**config.mk**
```make
export PLATFORM = sky130hd
export DESIGN_NAME = astx_top
export DESIGN_NICKNAME = d
export VERILOG_FILES = /design/src/rtl/astx_pkg.sv /design/src/rtl/astx_top.sv
export SDC_FILE = /design/constraint.sdc
export NUM_CORES = 1
export LEC_CHECK = 0
export BUFFER_PORTS_ARGS = -buffer_cell sky130_fd_sc_hd__buf_2
export CORE_MARGIN = 8
export CORE_UTILIZATION = 45
export DETAILED_ROUTE_END_ITERATION = 12
export PLACE_DENSITY = 0.65
export SLEW_MARGIN = 20
export SYNTH_ARGS = -nofsm -noshare
export SYNTH_HDL_FRONTEND = slang
export SYNTH_SLANG_ARGS = --single-unit
```
**constraint.sdc**
```tcl
create_clock -name aclk -period 2.71 [get_ports aclk]
set_clock_uncertainty 0.2 [all_clocks]
set_input_delay 0 -clock aclk [delete_from_list [all_inputs] [get_ports aclk]]
set_output_delay 0 -clock aclk [all_outputs]
set_load 0.02 [all_outputs]
```
**src/rtl/astx_pkg.sv**
```systemverilog
// Package for the asynchronous serial transmitter block.
// Assumes a single 100 MHz system clock and an AXI4-Lite register master.
package astx_pkg;

  // ****************************************
  // Register map (byte addresses)
  // ****************************************
  localparam logic [7:0] TX_CONTROL_STATUS_OFF = 8'h00;
  localparam logic [7:0] RX_CONTROL_STATUS_OFF = 8'h04;
  localparam logic [7:0] BAUD_CONTROL_OFF = 8'h08;
  localparam logic [7:0] TX_HOLDING_REG_OFF = 8'h0c;
  localparam logic [7:0] BAUD_DIVISOR_LOW_OFF = 8'h10;
  localparam logic [7:0] BAUD_DIVISOR_HIGH_OFF = 8'h14;
  localparam logic [7:0] IRQ_CONTROL_REG_OFF = 8'h18;
  localparam logic [7:0] PERIPHERAL_ENABLE_OFF = 8'h1c;
  localparam logic [7:0] PERIPHERAL_FLAG_OFF = 8'h20;

  // ****************************************
  // Field positions
  // ****************************************
  // tx_control_status
  localparam int TXC_CLOCKED_MODE_BIT = 4;
  localparam int TXC_TRANSMIT_ENABLE_BIT = 5;
  localparam int TXC_NINTH_ENABLE_BIT = 6;
  localparam int TXC_HIGH_SPEED_BIT = 2;
  localparam int TXC_SHIFT_EMPTY_BIT = 1;
  localparam int TXC_NINTH_VALUE_BIT = 0;
  // rx_control_status
  localparam int RXC_PORT_ENABLE_BIT = 7;
  // baud_control
  localparam int BDC_INVERT_BIT = 4;
  localparam int BDC_WIDE_BIT = 3;
  // irq_control_reg
  localparam int IRQ_GLOBAL_BIT = 7;
  localparam int IRQ_GROUP_BIT = 6;
  // peripheral enable / flag registers
  localparam int PER_TX_BIT = 4;
  // analog select register
  localparam logic [7:0] ANALOG_SELECT_OFF = 8'h24;
  localparam int ANA_TX_PIN_BIT = 0;

  // ****************************************
  // Reset values and timing
  // ****************************************
  localparam logic [7:0] TXC_RESET = 8'h02;
  localparam logic [7:0] ANALOG_SELECT_RESET = 8'h01;
  localparam logic [7:0] BYTE_RESET = 8'h00;
  // Flag update delay after a holding write, in aclk cycles
  localparam int FLAG_DELAY_CYCLES = 2;
  // Frame length in bits: start + data + one stop
  localparam int FRAME_BITS_8 = 10;
  localparam int FRAME_BITS_9 = 11;

  // ****************************************
  // Types
  // ****************************************
  typedef enum logic [2:0] {
    ASTX_IDLE = 3'b001,
    ASTX_LOAD = 3'b010,
    ASTX_SHIFT = 3'b100
  } astx_state_t;

  typedef struct packed {
    logic transmit_enable;
    logic clocked_mode_select;
    logic serial_port_enable;
    logic ninth_bit_enable;
    logic tx_invert;
    logic baud_wide_divisor;
    logic baud_high_speed;
  } astx_cfg_t;

endpackage : astx_pkg

```
**src/rtl/astx_top.sv**
```systemverilog
// Asynchronous serial transmitter with an AXI4-Lite register slave.
// Assumes synchronous inputs on aclk and a divisor-driven baud tick built inside.
`timescale 1ns/1ps

module astx_top import astx_pkg::*; #(
  parameter int DIV_WIDTH = 16,
  parameter int PRESCALE_LOW = 16,
  parameter int PRESCALE_HIGH = 4
) (
  input wire logic aclk,
  input wire logic aresetn,
  input wire logic [7:0] s_axi_awaddr,
  input wire logic s_axi_awvalid,
  output logic s_axi_awready,
  input wire logic [31:0] s_axi_wdata,
  input wire logic [3:0] s_axi_wstrb,
  input wire logic s_axi_wvalid,
  output logic s_axi_wready,
  output logic [1:0] s_axi_bresp,
  output logic s_axi_bvalid,
  input wire logic s_axi_bready,
  input wire logic [7:0] s_axi_araddr,
  input wire logic s_axi_arvalid,
  output logic s_axi_arready,
  output logic [31:0] s_axi_rdata,
  output logic [1:0] s_axi_rresp,
  output logic s_axi_rvalid,
  input wire logic s_axi_rready,
  output logic tx_pin_out,
  output logic tx_pin_oe,
  output logic irq
);

  // ****************************************
  // Register storage
  // ****************************************
  logic [7:0] tx_control_status;
  logic [7:0] rx_control_status;
  logic [7:0] baud_control;
  logic [7:0] tx_holding_reg;
  logic [7:0] baud_divisor_low;
  logic [7:0] baud_divisor_high;
  logic [7:0] irq_control_reg;
  logic [7:0] peripheral_enable_reg_one;
  logic [7:0] analog_pin_select;
  astx_cfg_t cfg;
  logic holding_full;
  logic ninth_hold;
  logic [1:0] flag_delay;
  logic tx_buffer_free_flag;
  logic shift_reg_empty;
  logic baud_restart;

  assign cfg.transmit_enable = tx_control_status[TXC_TRANSMIT_ENABLE_BIT];
  assign cfg.clocked_mode_select = tx_control_status[TXC_CLOCKED_MODE_BIT];
  assign cfg.serial_port_enable = rx_control_status[RXC_PORT_ENABLE_BIT];
  assign cfg.ninth_bit_enable = tx_control_status[TXC_NINTH_ENABLE_BIT];
  assign cfg.tx_invert = baud_control[BDC_INVERT_BIT];
  assign cfg.baud_wide_divisor = baud_control[BDC_WIDE_BIT];
  assign cfg.baud_high_speed = tx_control_status[TXC_HIGH_SPEED_BIT];

  // ****************************************
  // AXI4-Lite write channel
  // ****************************************
  logic aw_held;
  logic w_held;
  logic [7:0] aw_addr;
  logic [31:0] w_data;
  logic [3:0] w_strb;
  wire aw_take = s_axi_awvalid && s_axi_awready;
  wire w_take = s_axi_wvalid && s_axi_wready;
  wire do_write = aw_held && w_held && !s_axi_bvalid;
  wire lane0 = w_strb[0];
  wire wr_txc = do_write && lane0 && (aw_addr == TX_CONTROL_STATUS_OFF);
  wire wr_rxc = do_write && lane0 && (aw_addr == RX_CONTROL_STATUS_OFF);
  wire wr_bdc = do_write && lane0 && (aw_addr == BAUD_CONTROL_OFF);
  wire wr_hold = do_write && lane0 && (aw_addr == TX_HOLDING_REG_OFF);
  wire wr_dlo = do_write && lane0 && (aw_addr == BAUD_DIVISOR_LOW_OFF);
  wire wr_dhi = do_write && lane0 && (aw_addr == BAUD_DIVISOR_HIGH_OFF);
  wire wr_irq = do_write && lane0 && (aw_addr == IRQ_CONTROL_REG_OFF);
  wire wr_pen = do_write && lane0 && (aw_addr == PERIPHERAL_ENABLE_OFF);
  wire wr_ana = do_write && lane0 && (aw_addr == ANALOG_SELECT_OFF);
  wire addr_ok_w = (aw_addr == TX_CONTROL_STATUS_OFF) || (aw_addr == RX_CONTROL_STATUS_OFF)
    || (aw_addr == BAUD_CONTROL_OFF) || (aw_addr == TX_HOLDING_REG_OFF)
    || (aw_addr == BAUD_DIVISOR_LOW_OFF) || (aw_addr == BAUD_DIVISOR_HIGH_OFF)
    || (aw_addr == IRQ_CONTROL_REG_OFF) || (aw_addr == PERIPHERAL_ENABLE_OFF)
    || (aw_addr == PERIPHERAL_FLAG_OFF) || (aw_addr == ANALOG_SELECT_OFF);

  // Address and data are captured separately, in either order
  // Unmapped addresses are answered with a slave error
  always_ff @(posedge aclk) begin
    if (!aresetn) begin
      aw_held <= 1'b0;
      w_held <= 1'b0;
      aw_addr <= 8'h00;
      w_data <= 32'h0000_0000;
      w_strb <= 4'h0;
      s_axi_awready <= 1'b0;
      s_axi_wready <= 1'b0;
      s_axi_bvalid <= 1'b0;
      s_axi_bresp <= 2'b00;
    end else begin
      s_axi_awready <= !aw_held && !aw_take;
      s_axi_wready <= !w_held && !w_take;
      if (aw_take) begin
        aw_held <= 1'b1;
        aw_addr <= {s_axi_awaddr[7:2], 2'b00};
      end
      if (w_take) begin
        w_held <= 1'b1;
        w_data <= s_axi_wdata;
        w_strb <= s_axi_wstrb;
      end
      if (do_write) begin
        s_axi_bvalid <= 1'b1;
        s_axi_bresp <= addr_ok_w ? 2'b00 : 2'b10;
      end else if (s_axi_bvalid && s_axi_bready) begin
        s_axi_bvalid <= 1'b0;
        aw_held <= 1'b0;
        w_held <= 1'b0;
        s_axi_awready <= 1'b1;
        s_axi_wready <= 1'b1;
      end
    end
  end

  // ****************************************
  // Control registers
  // ****************************************
  // Status bits 1 (shift_reg_empty) and free flag are not writable
  always_ff @(posedge aclk) begin
    if (!aresetn) begin
      tx_control_status <= TXC_RESET;
      rx_control_status <= BYTE_RESET;
      baud_control <= BYTE_RESET;
      baud_divisor_low <= BYTE_RESET;
      baud_divisor_high <= BYTE_RESET;
      irq_control_reg <= BYTE_RESET;
      peripheral_enable_reg_one <= BYTE_RESET;
      analog_pin_select <= ANALOG_SELECT_RESET;
    end else begin
      if (wr_txc) tx_control_status <= {w_data[7:2], shift_reg_empty, w_data[0]};
      else tx_control_status[TXC_SHIFT_EMPTY_BIT] <= shift_reg_empty;
      if (wr_rxc) rx_control_status <= w_data[7:0];
      if (wr_bdc) baud_control <= w_data[7:0];
      if (wr_dlo) baud_divisor_low <= w_data[7:0];
      if (wr_dhi) baud_divisor_high <= w_data[7:0];
      if (wr_irq) irq_control_reg <= w_data[7:0];
      if (wr_pen) peripheral_enable_reg_one <= w_data[7:0];
      if (wr_ana) analog_pin_select <= w_data[7:0];
    end
  end

  // ****************************************
  // Baud tick generator
  // ****************************************
  // 8 or 16 bit divisor
  wire [DIV_WIDTH-1:0] divisor = cfg.baud_wide_divisor
    ? DIV_WIDTH'({baud_divisor_high, baud_divisor_low}) : DIV_WIDTH'(baud_divisor_low);
  wire [5:0] prescale = cfg.baud_high_speed ? 6'(PRESCALE_HIGH - 1) : 6'(PRESCALE_LOW - 1);
  logic [DIV_WIDTH-1:0] div_cnt;
  logic [5:0] pre_cnt;
  logic baud_tick;
  wire tx_active = cfg.transmit_enable && !cfg.clocked_mode_select && cfg.serial_port_enable;

  // counters restart on load, so the start bit is a full period
  always_ff @(posedge aclk) begin
    if (!aresetn || !tx_active || baud_restart) begin
      div_cnt <= '0;
      pre_cnt <= 6'h00;
      baud_tick <= 1'b0;
    end else begin
      baud_tick <= 1'b0;
      if (div_cnt >= divisor) begin
        div_cnt <= '0;
        if (pre_cnt >= prescale) begin
          pre_cnt <= 6'h00;
          baud_tick <= 1'b1;
        end else begin
          pre_cnt <= pre_cnt + 6'h01;
        end
      end else begin
        div_cnt <= div_cnt + DIV_WIDTH'(1);
      end
    end
  end

  // ****************************************
  // Holding register and shifter
  // ****************************************
  // Frame state and shifter; the shifter idles at all ones
  astx_state_t state;
  logic [10:0] tx_shifter;
  logic [3:0] bits_left;
  wire [3:0] frame_len = cfg.ninth_bit_enable ? 4'(FRAME_BITS_9) : 4'(FRAME_BITS_8);
  wire last_bit = (bits_left == 4'h1);
  wire holding_set = wr_hold && tx_active;
  // Restart the baud phase on the edge that enters LOAD, from idle or
  // straight after a stop bit, so the new frame starts on a tick boundary
  assign baud_restart = holding_full && ((state == ASTX_IDLE)
    || (state == ASTX_SHIFT && baud_tick && last_bit));

  // no parity is formed; frame holds only data and framing
  always_ff @(posedge aclk) begin
    if (!aresetn || !tx_active) begin
      state <= ASTX_IDLE;
      tx_shifter <= 11'h7ff;
      bits_left <= 4'h0;
      holding_full <= 1'b0;
      tx_holding_reg <= 8'h00;
      ninth_hold <= 1'b0;
      shift_reg_empty <= 1'b1;
    end else begin
      if (holding_set) begin
        holding_full <= 1'b1;
        tx_holding_reg <= w_data[7:0];
      end
      case (state)
        ASTX_IDLE: begin
          if (holding_full) begin
            state <= ASTX_LOAD;
          end
        end
        ASTX_LOAD: begin
          // stop, data, start from top to bottom
          tx_shifter <= cfg.ninth_bit_enable
            ? {1'b1, ninth_hold, tx_holding_reg, 1'b0}
            : {2'b11, tx_holding_reg, 1'b0};
          bits_left <= frame_len;
          if (!holding_set) holding_full <= 1'b0;
          shift_reg_empty <= 1'b0;
          state <= ASTX_SHIFT;
        end
        ASTX_SHIFT: begin
          if (baud_tick) begin
            tx_shifter <= {1'b1, tx_shifter[10:1]};
            bits_left <= bits_left - 4'h1;
            if (last_bit) begin
              // queued character follows stop bit at once
              state <= holding_full ? ASTX_LOAD : ASTX_IDLE;
              shift_reg_empty <= 1'b1;
            end
          end
        end
        default: state <= ASTX_IDLE;
      endcase
      // ninth bit taken from the control register at write time
      if (holding_set) ninth_hold <= tx_control_status[TXC_NINTH_VALUE_BIT];
    end
  end

  // ****************************************
  // Buffer-free flag and interrupt
  // ****************************************
  // A character waits only while the shifter is still busy
  wire char_queued = holding_full && !shift_reg_empty;
  // flag follows buffer state one cycle late
  always_ff @(posedge aclk) begin
    if (!aresetn) begin
      flag_delay <= 2'b00;
      tx_buffer_free_flag <= 1'b0;
      irq <= 1'b0;
    end else begin
      flag_delay <= {flag_delay[0], holding_set};
      if (!tx_active) tx_buffer_free_flag <= cfg.transmit_enable;
      else if (flag_delay[FLAG_DELAY_CYCLES-1] || !holding_set)
        tx_buffer_free_flag <= !char_queued;
      irq <= tx_buffer_free_flag && peripheral_enable_reg_one[PER_TX_BIT]
        && irq_control_reg[IRQ_GLOBAL_BIT] && irq_control_reg[IRQ_GROUP_BIT];
    end
  end

  // ****************************************
  // Pin driver
  // ****************************************
  wire pin_invert = cfg.tx_invert && !cfg.clocked_mode_select;
  always_ff @(posedge aclk) begin
    if (!aresetn) begin
      tx_pin_out <= 1'b1;
      tx_pin_oe <= 1'b0;
    end else begin
      tx_pin_out <= tx_shifter[0] ^ pin_invert;
      tx_pin_oe <= tx_active && !analog_pin_select[ANA_TX_PIN_BIT];
    end
  end

  // ****************************************
  // AXI4-Lite read channel
  // ****************************************
  // Upper bits of every register read as zero
  wire [7:0] peripheral_flag_reg_one = {3'b000, tx_buffer_free_flag, 4'h0};
  logic [7:0] rd_byte;
  logic rd_ok;
  always_comb begin
    rd_ok = 1'b1;
    if (s_axi_araddr[7:2] == TX_CONTROL_STATUS_OFF[7:2]) rd_byte = tx_control_status;
    else if (s_axi_araddr[7:2] == RX_CONTROL_STATUS_OFF[7:2]) rd_byte = rx_control_status;
    else if (s_axi_araddr[7:2] == BAUD_CONTROL_OFF[7:2]) rd_byte = baud_control;
    else if (s_axi_araddr[7:2] == TX_HOLDING_REG_OFF[7:2]) rd_byte = tx_holding_reg;
    else if (s_axi_araddr[7:2] == BAUD_DIVISOR_LOW_OFF[7:2]) rd_byte = baud_divisor_low;
    else if (s_axi_araddr[7:2] == BAUD_DIVISOR_HIGH_OFF[7:2]) rd_byte = baud_divisor_high;
    else if (s_axi_araddr[7:2] == IRQ_CONTROL_REG_OFF[7:2]) rd_byte = irq_control_reg;
    else if (s_axi_araddr[7:2] == PERIPHERAL_ENABLE_OFF[7:2]) rd_byte = peripheral_enable_reg_one;
    else if (s_axi_araddr[7:2] == PERIPHERAL_FLAG_OFF[7:2]) rd_byte = peripheral_flag_reg_one;
    else if (s_axi_araddr[7:2] == ANALOG_SELECT_OFF[7:2]) rd_byte = analog_pin_select;
    else begin
      rd_byte = 8'h00;
      rd_ok = 1'b0;
    end
  end

  // One read at a time; answer one cycle after acceptance
  always_ff @(posedge aclk) begin
    if (!aresetn) begin
      s_axi_arready <= 1'b0;
      s_axi_rvalid <= 1'b0;
      s_axi_rdata <= 32'h0000_0000;
      s_axi_rresp <= 2'b00;
    end else begin
      s_axi_arready <= !s_axi_rvalid && !(s_axi_arvalid && s_axi_arready);
      if (s_axi_arvalid && s_axi_arready) begin
        s_axi_rvalid <= 1'b1;
        s_axi_rdata <= {24'h00_0000, rd_byte};
        s_axi_rresp <= rd_ok ? 2'b00 : 2'b10;
      end else if (s_axi_rvalid && s_axi_rready) begin
        s_axi_rvalid <= 1'b0;
        s_axi_arready <= 1'b1;
      end
    end
  end

endmodule : astx_top

```
==> results of run 1 <==
cell type report:
class,count,area (sq um),area share (%)
inverter,16,60.1,0.695
multi-input combinational,633,3720,43.1
tap,216,270,3.13
timing repair buffer,125,983,11.4
sequential,153,3060,35.4
clock buffer,21,470,5.44
clock inverter,11,73.8,0.854
how the worst max path moves through the flow:
stage | to | startpoint | cells past startpoint | slack [ns]
floorplan | div_cnt[10] | baud_control[3] | 10 | 0.37
CTS | s_axi_rdata[4] | s_axi_arready | 6 | 0.09
finish | s_axi_rdata[4] | s_axi_arready | 6 | 0.15
detailed placement | pre_cnt[3] | baud_control[3] | 8 | 0.19
global placement | pre_cnt[3] | baud_control[3] | 8 | 0.27
global route | s_axi_rdata[4] | s_axi_arready | 6 | 0.05
synthesized netlist by cell type (3+ instances only):
master and n:
dfxtp_1 153, buf_4 27, a21oi_1 64, inv_1 15, clkbuf_1 30, and3_1 7
nor2b_1 5, nor3b_1 5, mux2i_1 53, buf_2 12, o21ai_0 39, nor3_1 11
mux4_2 4, xor2_1 10, and2_1 5, nand2b_1 7, xnor2_1 8, nor2_1 99
o21ai_1 3, nand4_1 5, a211oi_1 7, ha_1 22, o21a_1 4, nor4_1 4
nand3_1 57, nand2_1 135, o211ai_1 3, a31oi_1 7
tightest hold or removal path, cell delays in order:
cell,delay [ns]
dlygate4sd3_1,0.53
buf_2,0.11
or2b_1,0.09
a21oi_1,0.05
per-layer routing:
layer  global-route usage, %  wire length [um]  vias to the layer above
met5                       0                 0                        -
met4                    7.01               368                        0
met3                    4.84               988                       27
met2                    31.8              8860                      166
met1                    25.5              8820                     2887
li1                        -                 -                     3075
repair_timing:
item,in CTS,in global routing
endpoints found under the hold margin,34,0
setup buffers,0,0
hold buffers,63,0
gates resized for setup,0,3
endpoints found under the setup margin,0,16
power by group through the flow:
stage | clock network, mW | registers, mW | logic (mW)
2_1_floorplan | 0 | 2.35 | 0.190
3_3_place_gp | 0 | 2.37 | 0.237
3_5_place_dp | 0 | 2.37 | 0.238
4_1_cts | 2.23 | 2.32 | 0.300
5_1_grt | 2.32 | 2.32 | 0.336
6_report | 2.19 | 2.32 | 0.310
per-stage QoR:
step | power (mW) | utilization (%) | worst slack (ns)
6_report | 4.82 | 55.2 | 0.155
5_1_grt | 4.98 | 55.2 | 0.0463
4_1_cts | 4.85 | 55.2 | 0.0925
3_5_place_dp | 2.60 | 47.7 | 0.193
3_3_place_gp | 2.60 | 47.7 | 0.272
2_1_floorplan | 2.54 | - | 0.365
logic make-up after synthesis:
kind of cell | Yosys count | synth area share (%)
AND/OR/NAND/NOR | 361 | 23.8
flip-flops | 153 | 43.0
AO/OA/AOI/OAI | 149 | 12.2
buffers and inverters | 85 | 6.11
multiplexers | 57 | 8.71
adder cells (fa/ha/maj) | 22 | 3.87
XOR/XNOR | 18 | 2.21
other | 1 | 0.0527
==> flow_metrics.py, run 1 <==
metrics = {
    "floorplan": {
        "core-area_sq_um": 15700,
        "ioPinCount": 103,
        "rows": 46,
        "start_util_pct": 45.5,
        "die_h_um": 142,
        "dieArea_sq_um": 20100,
        "die_w_um": 142,
    },
    "routing": {
        "vias": 6155,
        "drt-total-wl_mm": 19.0,
        "drt.antenna.violating_nets": 0,
        "drtIter0Drc": 455,
        "post_drt_via_cell_ratio": 5.24,
        "first_pass_iters": 5,
        "routedWlPerCell_um": 16.2,
        "drc": 0,
    },
    "finish": {
        "layout.cells.most_common": "dfxtp_1",
        "fin_cells": 1175,
        "fin_nets": 1027,
        "reg_top3": "div_cnt x16, tx_shifter x10",
        "post_route_cells_drive_above_1_share_pct": 12.0,
        "layout_common_cells": "dfxtp_1 (152), nand2_1 (133), nor2_1 (99)",
        "largest_reg_flops": 16,
        "top_register": "div_cnt",
        "num_antenna_cells": 0,
        "fillers": 1487,
        "fin_area_sq_um": 8640,
        "syn2layout_area_growth_pct": 21.4,
    },
    "clocking": {
        "worstSkewPairLatency_ns": 0.43,
        "htreeDepth": 4,
        "cts_num_sinks": 153,
        "tritoncts": "built",
        "path_clk_slew_ns": 0.06,
        "root_buffer": "clkbuf_16",
        "clockBufferDepth": 2,
        "numCtsBuffers": 17,
    },
    "setup_path": {
        "ff2ff_path_depth": 6,
        "critPathRequiredTime_ns": 2.88,
        "path_buf_inv": 2,
        "reg2reg_from": "s_axi_arready",
        "path_cells": "nand2_2, nor3_1, dlygate4sd3_1, o2111ai_1, a31oi_1, dlygate4sd3_1",
        "r2r_slack_ns": 0.15,
        "end_kind": "flip-flop",
        "critPathTopFamily": "buffers and inverters",
        "worstPathMaxFanout": 14,
        "startpoint_type": "flip-flop",
        "crit_arrival_ns": 2.72,
        "r2r_end": "s_axi_rdata[4]",
        "critical_path_class": "reg2reg",
        "crit_path_frequent_cell": "dlygate4sd3_1",
        "cp_slowest_cell": "dlygate4sd3_1",
        "worst_path_largest_cell_delay_ns": 0.62,
    },
    "power_and_ir_drop": {
        "peakVddDrop_uv": 460,
        "clkPwrFrac_pct": 45.5,
        "switching_share_pct": 24.6,
        "p_int_mw": 3.63,
        "power_leakage_nw": 3.36,
        "switchingPower_mw": 1.19,
        "pwr-share-comb_pct": 6.4,
        "power_density_nw_per_um2": 558,
        "share_seq_of_total_power_pct": 48.1,
    },
    "place": {
        "dpl.hpwl_mm": 12.5,
        "placed_area_sq_um": 7460,
        "port_buffers": 45,
        "gp_congestion": 0.875,
        "place_inst": 1080,
    },
    "min_path": {
        "min_path_type": "in2reg",
        "worstHoldStart": "s_axi_bready",
        "hold_end": "s_axi_bvalid",
        "hold_depth": 4,
    },
    "timing": {
        "final.setup.tns_ns": 0,
        "finalSetupViolCount": 0,
        "finalCritPeriodShare_pct": 94.3,
        "slew_viol_final": 0,
        "timing.fmax_ghz": 0.391,
        "tightest_slew_ns": 0.701,
        "rsz0062_at_grt": "false",
        "relSlewSlack_pct": 53.2,
        "hold_viol": 0,
        "min_period_ns": 2.56,
        "holdWs_ns": 0.204,
    },
    "yosys": {
        "synth_cell_types": 64,
        "ys.flop_type": "dfxtp_1",
        "synthArstFlopShare_pct": 0,
        "yosysSeqAreaShare_pct": 43.0,
        "synth_area_leaders": "dfxtp_1 (43%), mux2i_1 (7.4%), nand2_1 (7.1%)",
        "yosysTopAreaCell": "dfxtp_1",
        "ys_ff_latch": 153,
        "synthesis.instances": 846,
        "netlist_area_sq_um": 7120,
        "yosysWarnings": 0,
        "synth_top_area_share_pct": 43.0,
        "synth-edff-count": 0,
        "syn_avg_cell_area_sq_um": 8.42,
    },
    "global_route": {
        "grt_antenna_before_repair": 0,
        "grt_pass1_wl_mm": 31.6,
        "grt_max_degree": 37,
        "overflow": 0,
        "grt_pass1_vias": 5994,
        "grt_use_total_pct": 19.9,
    },
    "run": {
        "maxCapViolCount": 0,
    },
    "status": {
        "status": "completed",
    },
}
(Power assumes the default switching activity.)
==> run 2: changes to the inputs <==
Clock period 2.71 ns to 3.3 ns, I/O delays scaled along.
==> run 2 against run 1 <==
Against the previous run:
- power down 12%
- critical path type unchanged
- first-iteration DRC count down 16%
- utilization about the same
- sequential share of layout area about the same
- cell area about the same
- largest power group is now clock
- critical endpoint unchanged
- critical path depth unchanged
- via count down 0.52%
- clock-buffer cell count up 2
- routed wire length down 0.90%
==> flow_metrics.py, run 2 (synthesis results as in run 1) <==
metrics = {
    "setup_path": {
        "end_kind": "flip-flop",
        "worst_path_largest_cell_delay_ns": 0.59,
        "critPathRequiredTime_ns": 3.48,
        "critical_path_class": "reg2reg",
        "crit_arrival_ns": 2.84,
        "startpoint_type": "flip-flop",
        "path_cells": "nand2_1, nor3_1, dlygate4sd3_1, o2111ai_1, a31oi_1, dlygate4sd3_1",
        "cp_slowest_cell": "dlygate4sd3_1",
        "crit_path_frequent_cell": "dlygate4sd3_1",
        "worstPathMaxFanout": 14,
    },
    "timing": {
        "min_period_ns": 2.66,
        "tightest_slew_ns": 0.974,
        "timing.fmax_ghz": 0.376,
        "finalCritPeriodShare_pct": 80.6,
        "rsz0062_at_grt": "false",
        "final.setup.worst_slack_ns": 0.639,
        "slew_viol_final": 0,
        "final.setup.tns_ns": 0,
        "finalSetupViolCount": 0,
        "hold_viol": 0,
        "relSlewSlack_pct": 35.0,
    },
    "global_route": {
        "grt_pass1_vias": 6020,
        "grt_use_total_pct": 19.7,
        "grt_max_degree": 52,
        "grt_antenna_before_repair": 0,
        "overflow": 0,
        "grt_pass1_wl_mm": 31.2,
    },
    "floorplan": {
        "rows": 46,
        "dieArea_sq_um": 20100,
        "start_util_pct": 45.5,
        "ioPinCount": 103,
        "core-area_sq_um": 15700,
        "die_h_um": 142,
        "die_w_um": 142,
    },
    "routing": {
        "post_drt_via_cell_ratio": 5.26,
        "drtIter0Drc": 383,
        "drc": 0,
        "drt-total-wl_mm": 18.9,
        "first_pass_iters": 5,
        "vias": 6123,
        "routedWlPerCell_um": 16.2,
        "drt.antenna.violating_nets": 0,
    },
    "finish": {
        "fin_nets": 1018,
        "reg_top3": "div_cnt x16, tx_shifter x10",
        "top_register": "div_cnt",
        "num_antenna_cells": 0,
        "post_route_cells_drive_above_1_share_pct": 11.0,
        "layout_common_cells": "dfxtp_1 (153), nand2_1 (135), nor2_1 (99)",
        "largest_reg_flops": 16,
        "syn2layout_area_growth_pct": 21.3,
        "layout.cells.most_common": "dfxtp_1",
        "fin_util_pct": 55.2,
    },
    "clocking": {
        "clockBufferDepth": 2,
        "worstSkewPairLatency_ns": 0.43,
        "numCtsBuffers": 17,
        "htreeDepth": 4,
        "ctsResizeCount": 0,
        "root_buffer": "clkbuf_16",
        "cts_num_sinks": 153,
        "tritoncts": "built",
        "path_clk_slew_ns": 0.06,
    },
    "status": {
        "status": "completed",
    },
    "place": {
        "gp_congestion": 0.879,
        "dp_slack_ns": 0.629,
        "port_buffers": 45,
        "dpl.hpwl_mm": 12.4,
    },
    "min_path": {
        "min_path_type": "in2reg",
    },
    "power_and_ir_drop": {
        "peakVddDrop_uv": 365,
        "power_density_nw_per_um2": 489,
        "power_leakage_nw": 3.37,
        "finalPower_mw": 4.22,
    },
    "run": {
        "maxCapViolCount": 0,
    },
}
==> run 2: metrics by stage <==
stage,cells,hold WS (ns),cell area [sq um]
finish,1165,0.0623,8640
global route,1165,0.0949,8640
CTS,1165,0.0251,8640
detailed placement,1075,0.0503,7430
global placement,1075,0.0466,7430
floorplan,871,-0.127,7220
==> run 2: metal layers <==
layer  GRT usage [%]  part of all wire [%]  vias up
li1                -                     -     3055
met5               0                     0        -
met2            31.9                    47      181
met1            24.7                    45     2854
met3            5.41                   6.4       33
met4            6.90                   1.8        0
==> run 2: path summary, 6_finish.rpt <==
path	startpoint	end	slack [ns]	depth (start not counted)
min	s_axi_araddr[2]	s_axi_rdata[1]	0.06	5
max reg2reg	s_axi_arready	s_axi_rdata[4]	0.64	6
min reg2reg	flag_delay[0]	flag_delay[1]	0.25	1
max	s_axi_arready	s_axi_rdata[4]	0.64	6
==> run 2: repair_timing <==
action                    4_1_cts  5_1_grt
hold endpoints to repair       33        0
setup buffers                   0        0
hold buffers                   59        0
==> run 2: where the power goes <==
| part | internal (mW) | leakage [nW] | switching [mW] | total (mW) |
|---|---|---|---|---|
| Combinational | 0.0976 | 1.83 | 0.152 | 0.249 |
| Clock | 1.32 | 0.303 | 0.750 | 2.07 |
| Sequential | 1.87 | 1.24 | 0.0373 | 1.91 |
| Total | 3.28 | 3.37 | 0.939 | 4.22 |
==> run 2: critical path: cells and delay by family (launching register included) <==
family          cells  cell delay [ns]
compound gates      2             0.29
flops               1             0.33
simple gates        2             0.63
buf+inv             2             1.15
==> run 2: layout make-up <==
| type | count | area, sq um |
|---|---|---|
| Sequential cell | 153 | 3060 |
| Fill cell | 1464 | 7020 |
| Inverter | 16 | 60.1 |
| Multi-Input combinational cell | 633 | 3720 |
| Timing Repair Buffer | 116 | 906 |
| Clock buffer | 23 | 478 |
| Tap cell | 216 | 270 |
| Clock inverter | 8 | 143 |
==> run 3: changes to the inputs <==
Clock period 3.3 ns to 2.7 ns, I/O delays scaled along.
==> run 3 against run 2 <==
Against the previous run:
- register-to-register slack got worse by 0.29 ns
- global-route usage fell by 0.055 points
- critical path depth rose by 3
- combinational power rose by 26%
- utilization rose by 1.2 points
- cell area rose by 2.1%
- power rose by 30%
- clock-buffer cell count fell by 2
- routed wire length rose by 0.49%
- critical endpoint is now s_axi_rdata[6]
==> flow_metrics.py, run 3 (synthesis results as in run 1) <==
metrics = {
    "status": {
        "status": "completed",
    },
    "clocking": {
        "htreeDepth": 4,
        "worstSkewPairLatency_ns": 0.44,
        "tritoncts": "built",
        "clockBufferDepth": 2,
        "numCtsBuffers": 17,
        "cts_num_sinks": 153,
        "root_buffer": "clkbuf_16",
        "path_clk_slew_ns": 0.06,
    },
    "setup_path": {
        "cp_slowest_cell": "or4b_4",
        "critical_path_class": "in2reg",
        "r2r_end": "w_data[7]",
        "r2r_slack_ns": 0.35,
        "ff2ff_path_depth": 5,
        "critPathRequiredTime_ns": 2.88,
        "worst_path_largest_cell_delay_ns": 0.58,
        "startpoint_type": "input port",
        "end_kind": "flip-flop",
        "reg2reg_from": "s_axi_wready",
        "worstPathMaxFanout": 6,
        "crit_path_frequent_cell": "dlygate4sd3_1",
        "path_buf_inv": 3,
        "critPathTopFamily": "buffers and inverters",
        "crit_arrival_ns": 2.69,
        "path_cells": "buf_2, dlygate4sd3_1, or4b_4, nor2_4, o21ai_0, a32oi_1, a211oi_1, o21ai_1, dlygate4sd3_1",
    },
    "place": {
        "dpl.hpwl_mm": 12.5,
        "port_buffers": 45,
        "gp_congestion": 0.877,
        "dp_slack_ns": 0.208,
        "placed_area_sq_um": 7470,
    },
    "run": {
        "maxCapViolCount": 0,
    },
    "timing": {
        "finalSetupViolCount": 0,
        "slew_viol_final": 0,
        "relSlewSlack_pct": 50.8,
        "tightest_slew_ns": 0.737,
        "min_period_ns": 2.51,
        "timing.fmax_ghz": 0.398,
        "rsz0062_at_grt": "false",
        "finalCritPeriodShare_pct": 93.0,
        "hold_viol": 0,
        "final.setup.tns_ns": 0,
        "final.setup.worst_slack_ns": 0.188,
    },
    "global_route": {
        "grt_pass1_vias": 5886,
        "groute.layer.met3.usage_pct": 4.84,
        "grt_antenna_before_repair": 0,
        "globalRouteMet1Util_pct": 25.0,
        "grt_pass1_wl_mm": 31.0,
        "use_met2_pct": 31.2,
        "grt.busiest_layer": "met2",
        "grt_use_total_pct": 19.6,
        "overflow": 0,
        "grt_max_degree": 40,
    },
    "min_path": {
        "min_path_type": "in2reg",
        "hold_depth": 5,
        "worstHoldStart": "s_axi_araddr[4]",
        "hold_end": "s_axi_rdata[2]",
    },
    "finish": {
        "fin_area_sq_um": 8820,
        "syn2layout_area_growth_pct": 23.9,
        "top_register": "div_cnt",
        "fillers": 1456,
        "post_route_cells_drive_above_1_share_pct": 12.1,
        "num_antenna_cells": 0,
        "fin_nets": 1030,
        "largest_reg_flops": 16,
        "layout.cells.most_common": "dfxtp_1",
        "layout_common_cells": "dfxtp_1 (152), nand2_1 (134), nor2_1 (99)",
        "reg_top3": "div_cnt x16, tx_shifter x10",
    },
    "routing": {
        "drt.antenna.violating_nets": 0,
        "first_pass_iters": 5,
        "drc": 0,
        "drt-total-wl_mm": 19.0,
        "post_drt_via_cell_ratio": 5.24,
        "drtIter0Drc": 416,
        "vias": 6176,
        "routedWlPerCell_um": 16.1,
    },
    "power_and_ir_drop": {
        "switching_share_pct": 21.7,
        "share_seq_of_total_power_pct": 42.5,
        "clkPwrFrac_pct": 51.8,
        "power_leakage_nw": 3.47,
        "finalPower_mw": 5.47,
        "pwr-share-comb_pct": 5.7,
        "switchingPower_mw": 1.19,
        "power_density_nw_per_um2": 620,
        "p_int_mw": 4.29,
        "peakVddDrop_uv": 469,
    },
    "floorplan": {
        "core-area_sq_um": 15700,
        "dieArea_sq_um": 20100,
        "die_w_um": 142,
        "ioPinCount": 103,
        "rows": 46,
        "die_h_um": 142,
        "start_util_pct": 45.5,
    },
}
==> run 3: changes by cell type in the layout (fill, tap and decap cells not counted), sizes merged <==
cell	change
inv	+1
dlygate4sd3	+4
clkbuf	-2
clkinv	-1
bufinv	+3
buf	+8
==> run 3: worst reg2reg max path, delay by kind of cell, from the launching register on <==
| family | cells | cell delay, ns |
|---|---|---|
| buffers and inverters | 2 | 1.15 |
| and+or+nand+nor | 2 | 0.46 |
| DFF | 1 | 0.34 |
| AOI/OAI and AO/OA | 1 | 0.15 |
==> run 3: how the worst max path moves through the flow <==
stage | startpoint | end | slack, ns | cells after the start
floorplan | baud_control[3] | div_cnt[10] | 0.36 | 10
global placement | baud_control[3] | pre_cnt[3] | 0.26 | 8
detailed placement | baud_control[3] | div_cnt[10] | 0.21 | 8
CTS | s_axi_araddr[6] | s_axi_rdata[1] | 0.02 | 8
global route | s_axi_araddr[3] | s_axi_rdata[6] | 0.1 | 9
finish | s_axi_araddr[7] | s_axi_rdata[6] | 0.19 | 9
==> run 3: cell type report <==
type	count	area, sq um	share of cell area (%)
Clock buffer	21	460	5.22
Sequential cell	153	3060	34.7
Clock inverter	11	240	2.72
Tap cell	216	270	3.06
Timing Repair Buffer	128	1010	11.4
Inverter	16	60.1	0.681
Multi-Input combinational cell	633	3720	42.2
==> run 3: metrics by stage <==
stage	cells	utilization (%)	hold WS, ns
3_5_place_dp	1081	47.7	0.0503
2_1_floorplan	871	-	-0.127
3_3_place_gp	1081	47.7	0.0472
6_report	1178	56.3	0.00722
4_1_cts	1176	56.2	0.0487
5_1_grt	1178	56.3	0.0401
==> run 3: power groups by stage <==
stage	clock [mW]	sequential, mW	combinational [mW]
2_1_floorplan	0	2.36	0.191
3_3_place_gp	0	2.38	0.240
3_5_place_dp	0	2.38	0.240
4_1_cts	2.86	2.33	0.303
5_1_grt	2.98	2.33	0.339
6_report	2.83	2.33	0.313
==> run 3: layer usage <==
metal  routed length, um  vias to the layer above
li1                    -                     3087
met1                8650                     2884
met2                8780                      172
met3                1080                       33
met4                 454                        0
met5                   0                        -
==> run 3: what timing repair did <==
item                       CTS  global route
setup endpoints to repair    0             8
hold endpoints to repair    35             1
resized for setup            0             2
setup buffers                0             2
hold buffers                63             1
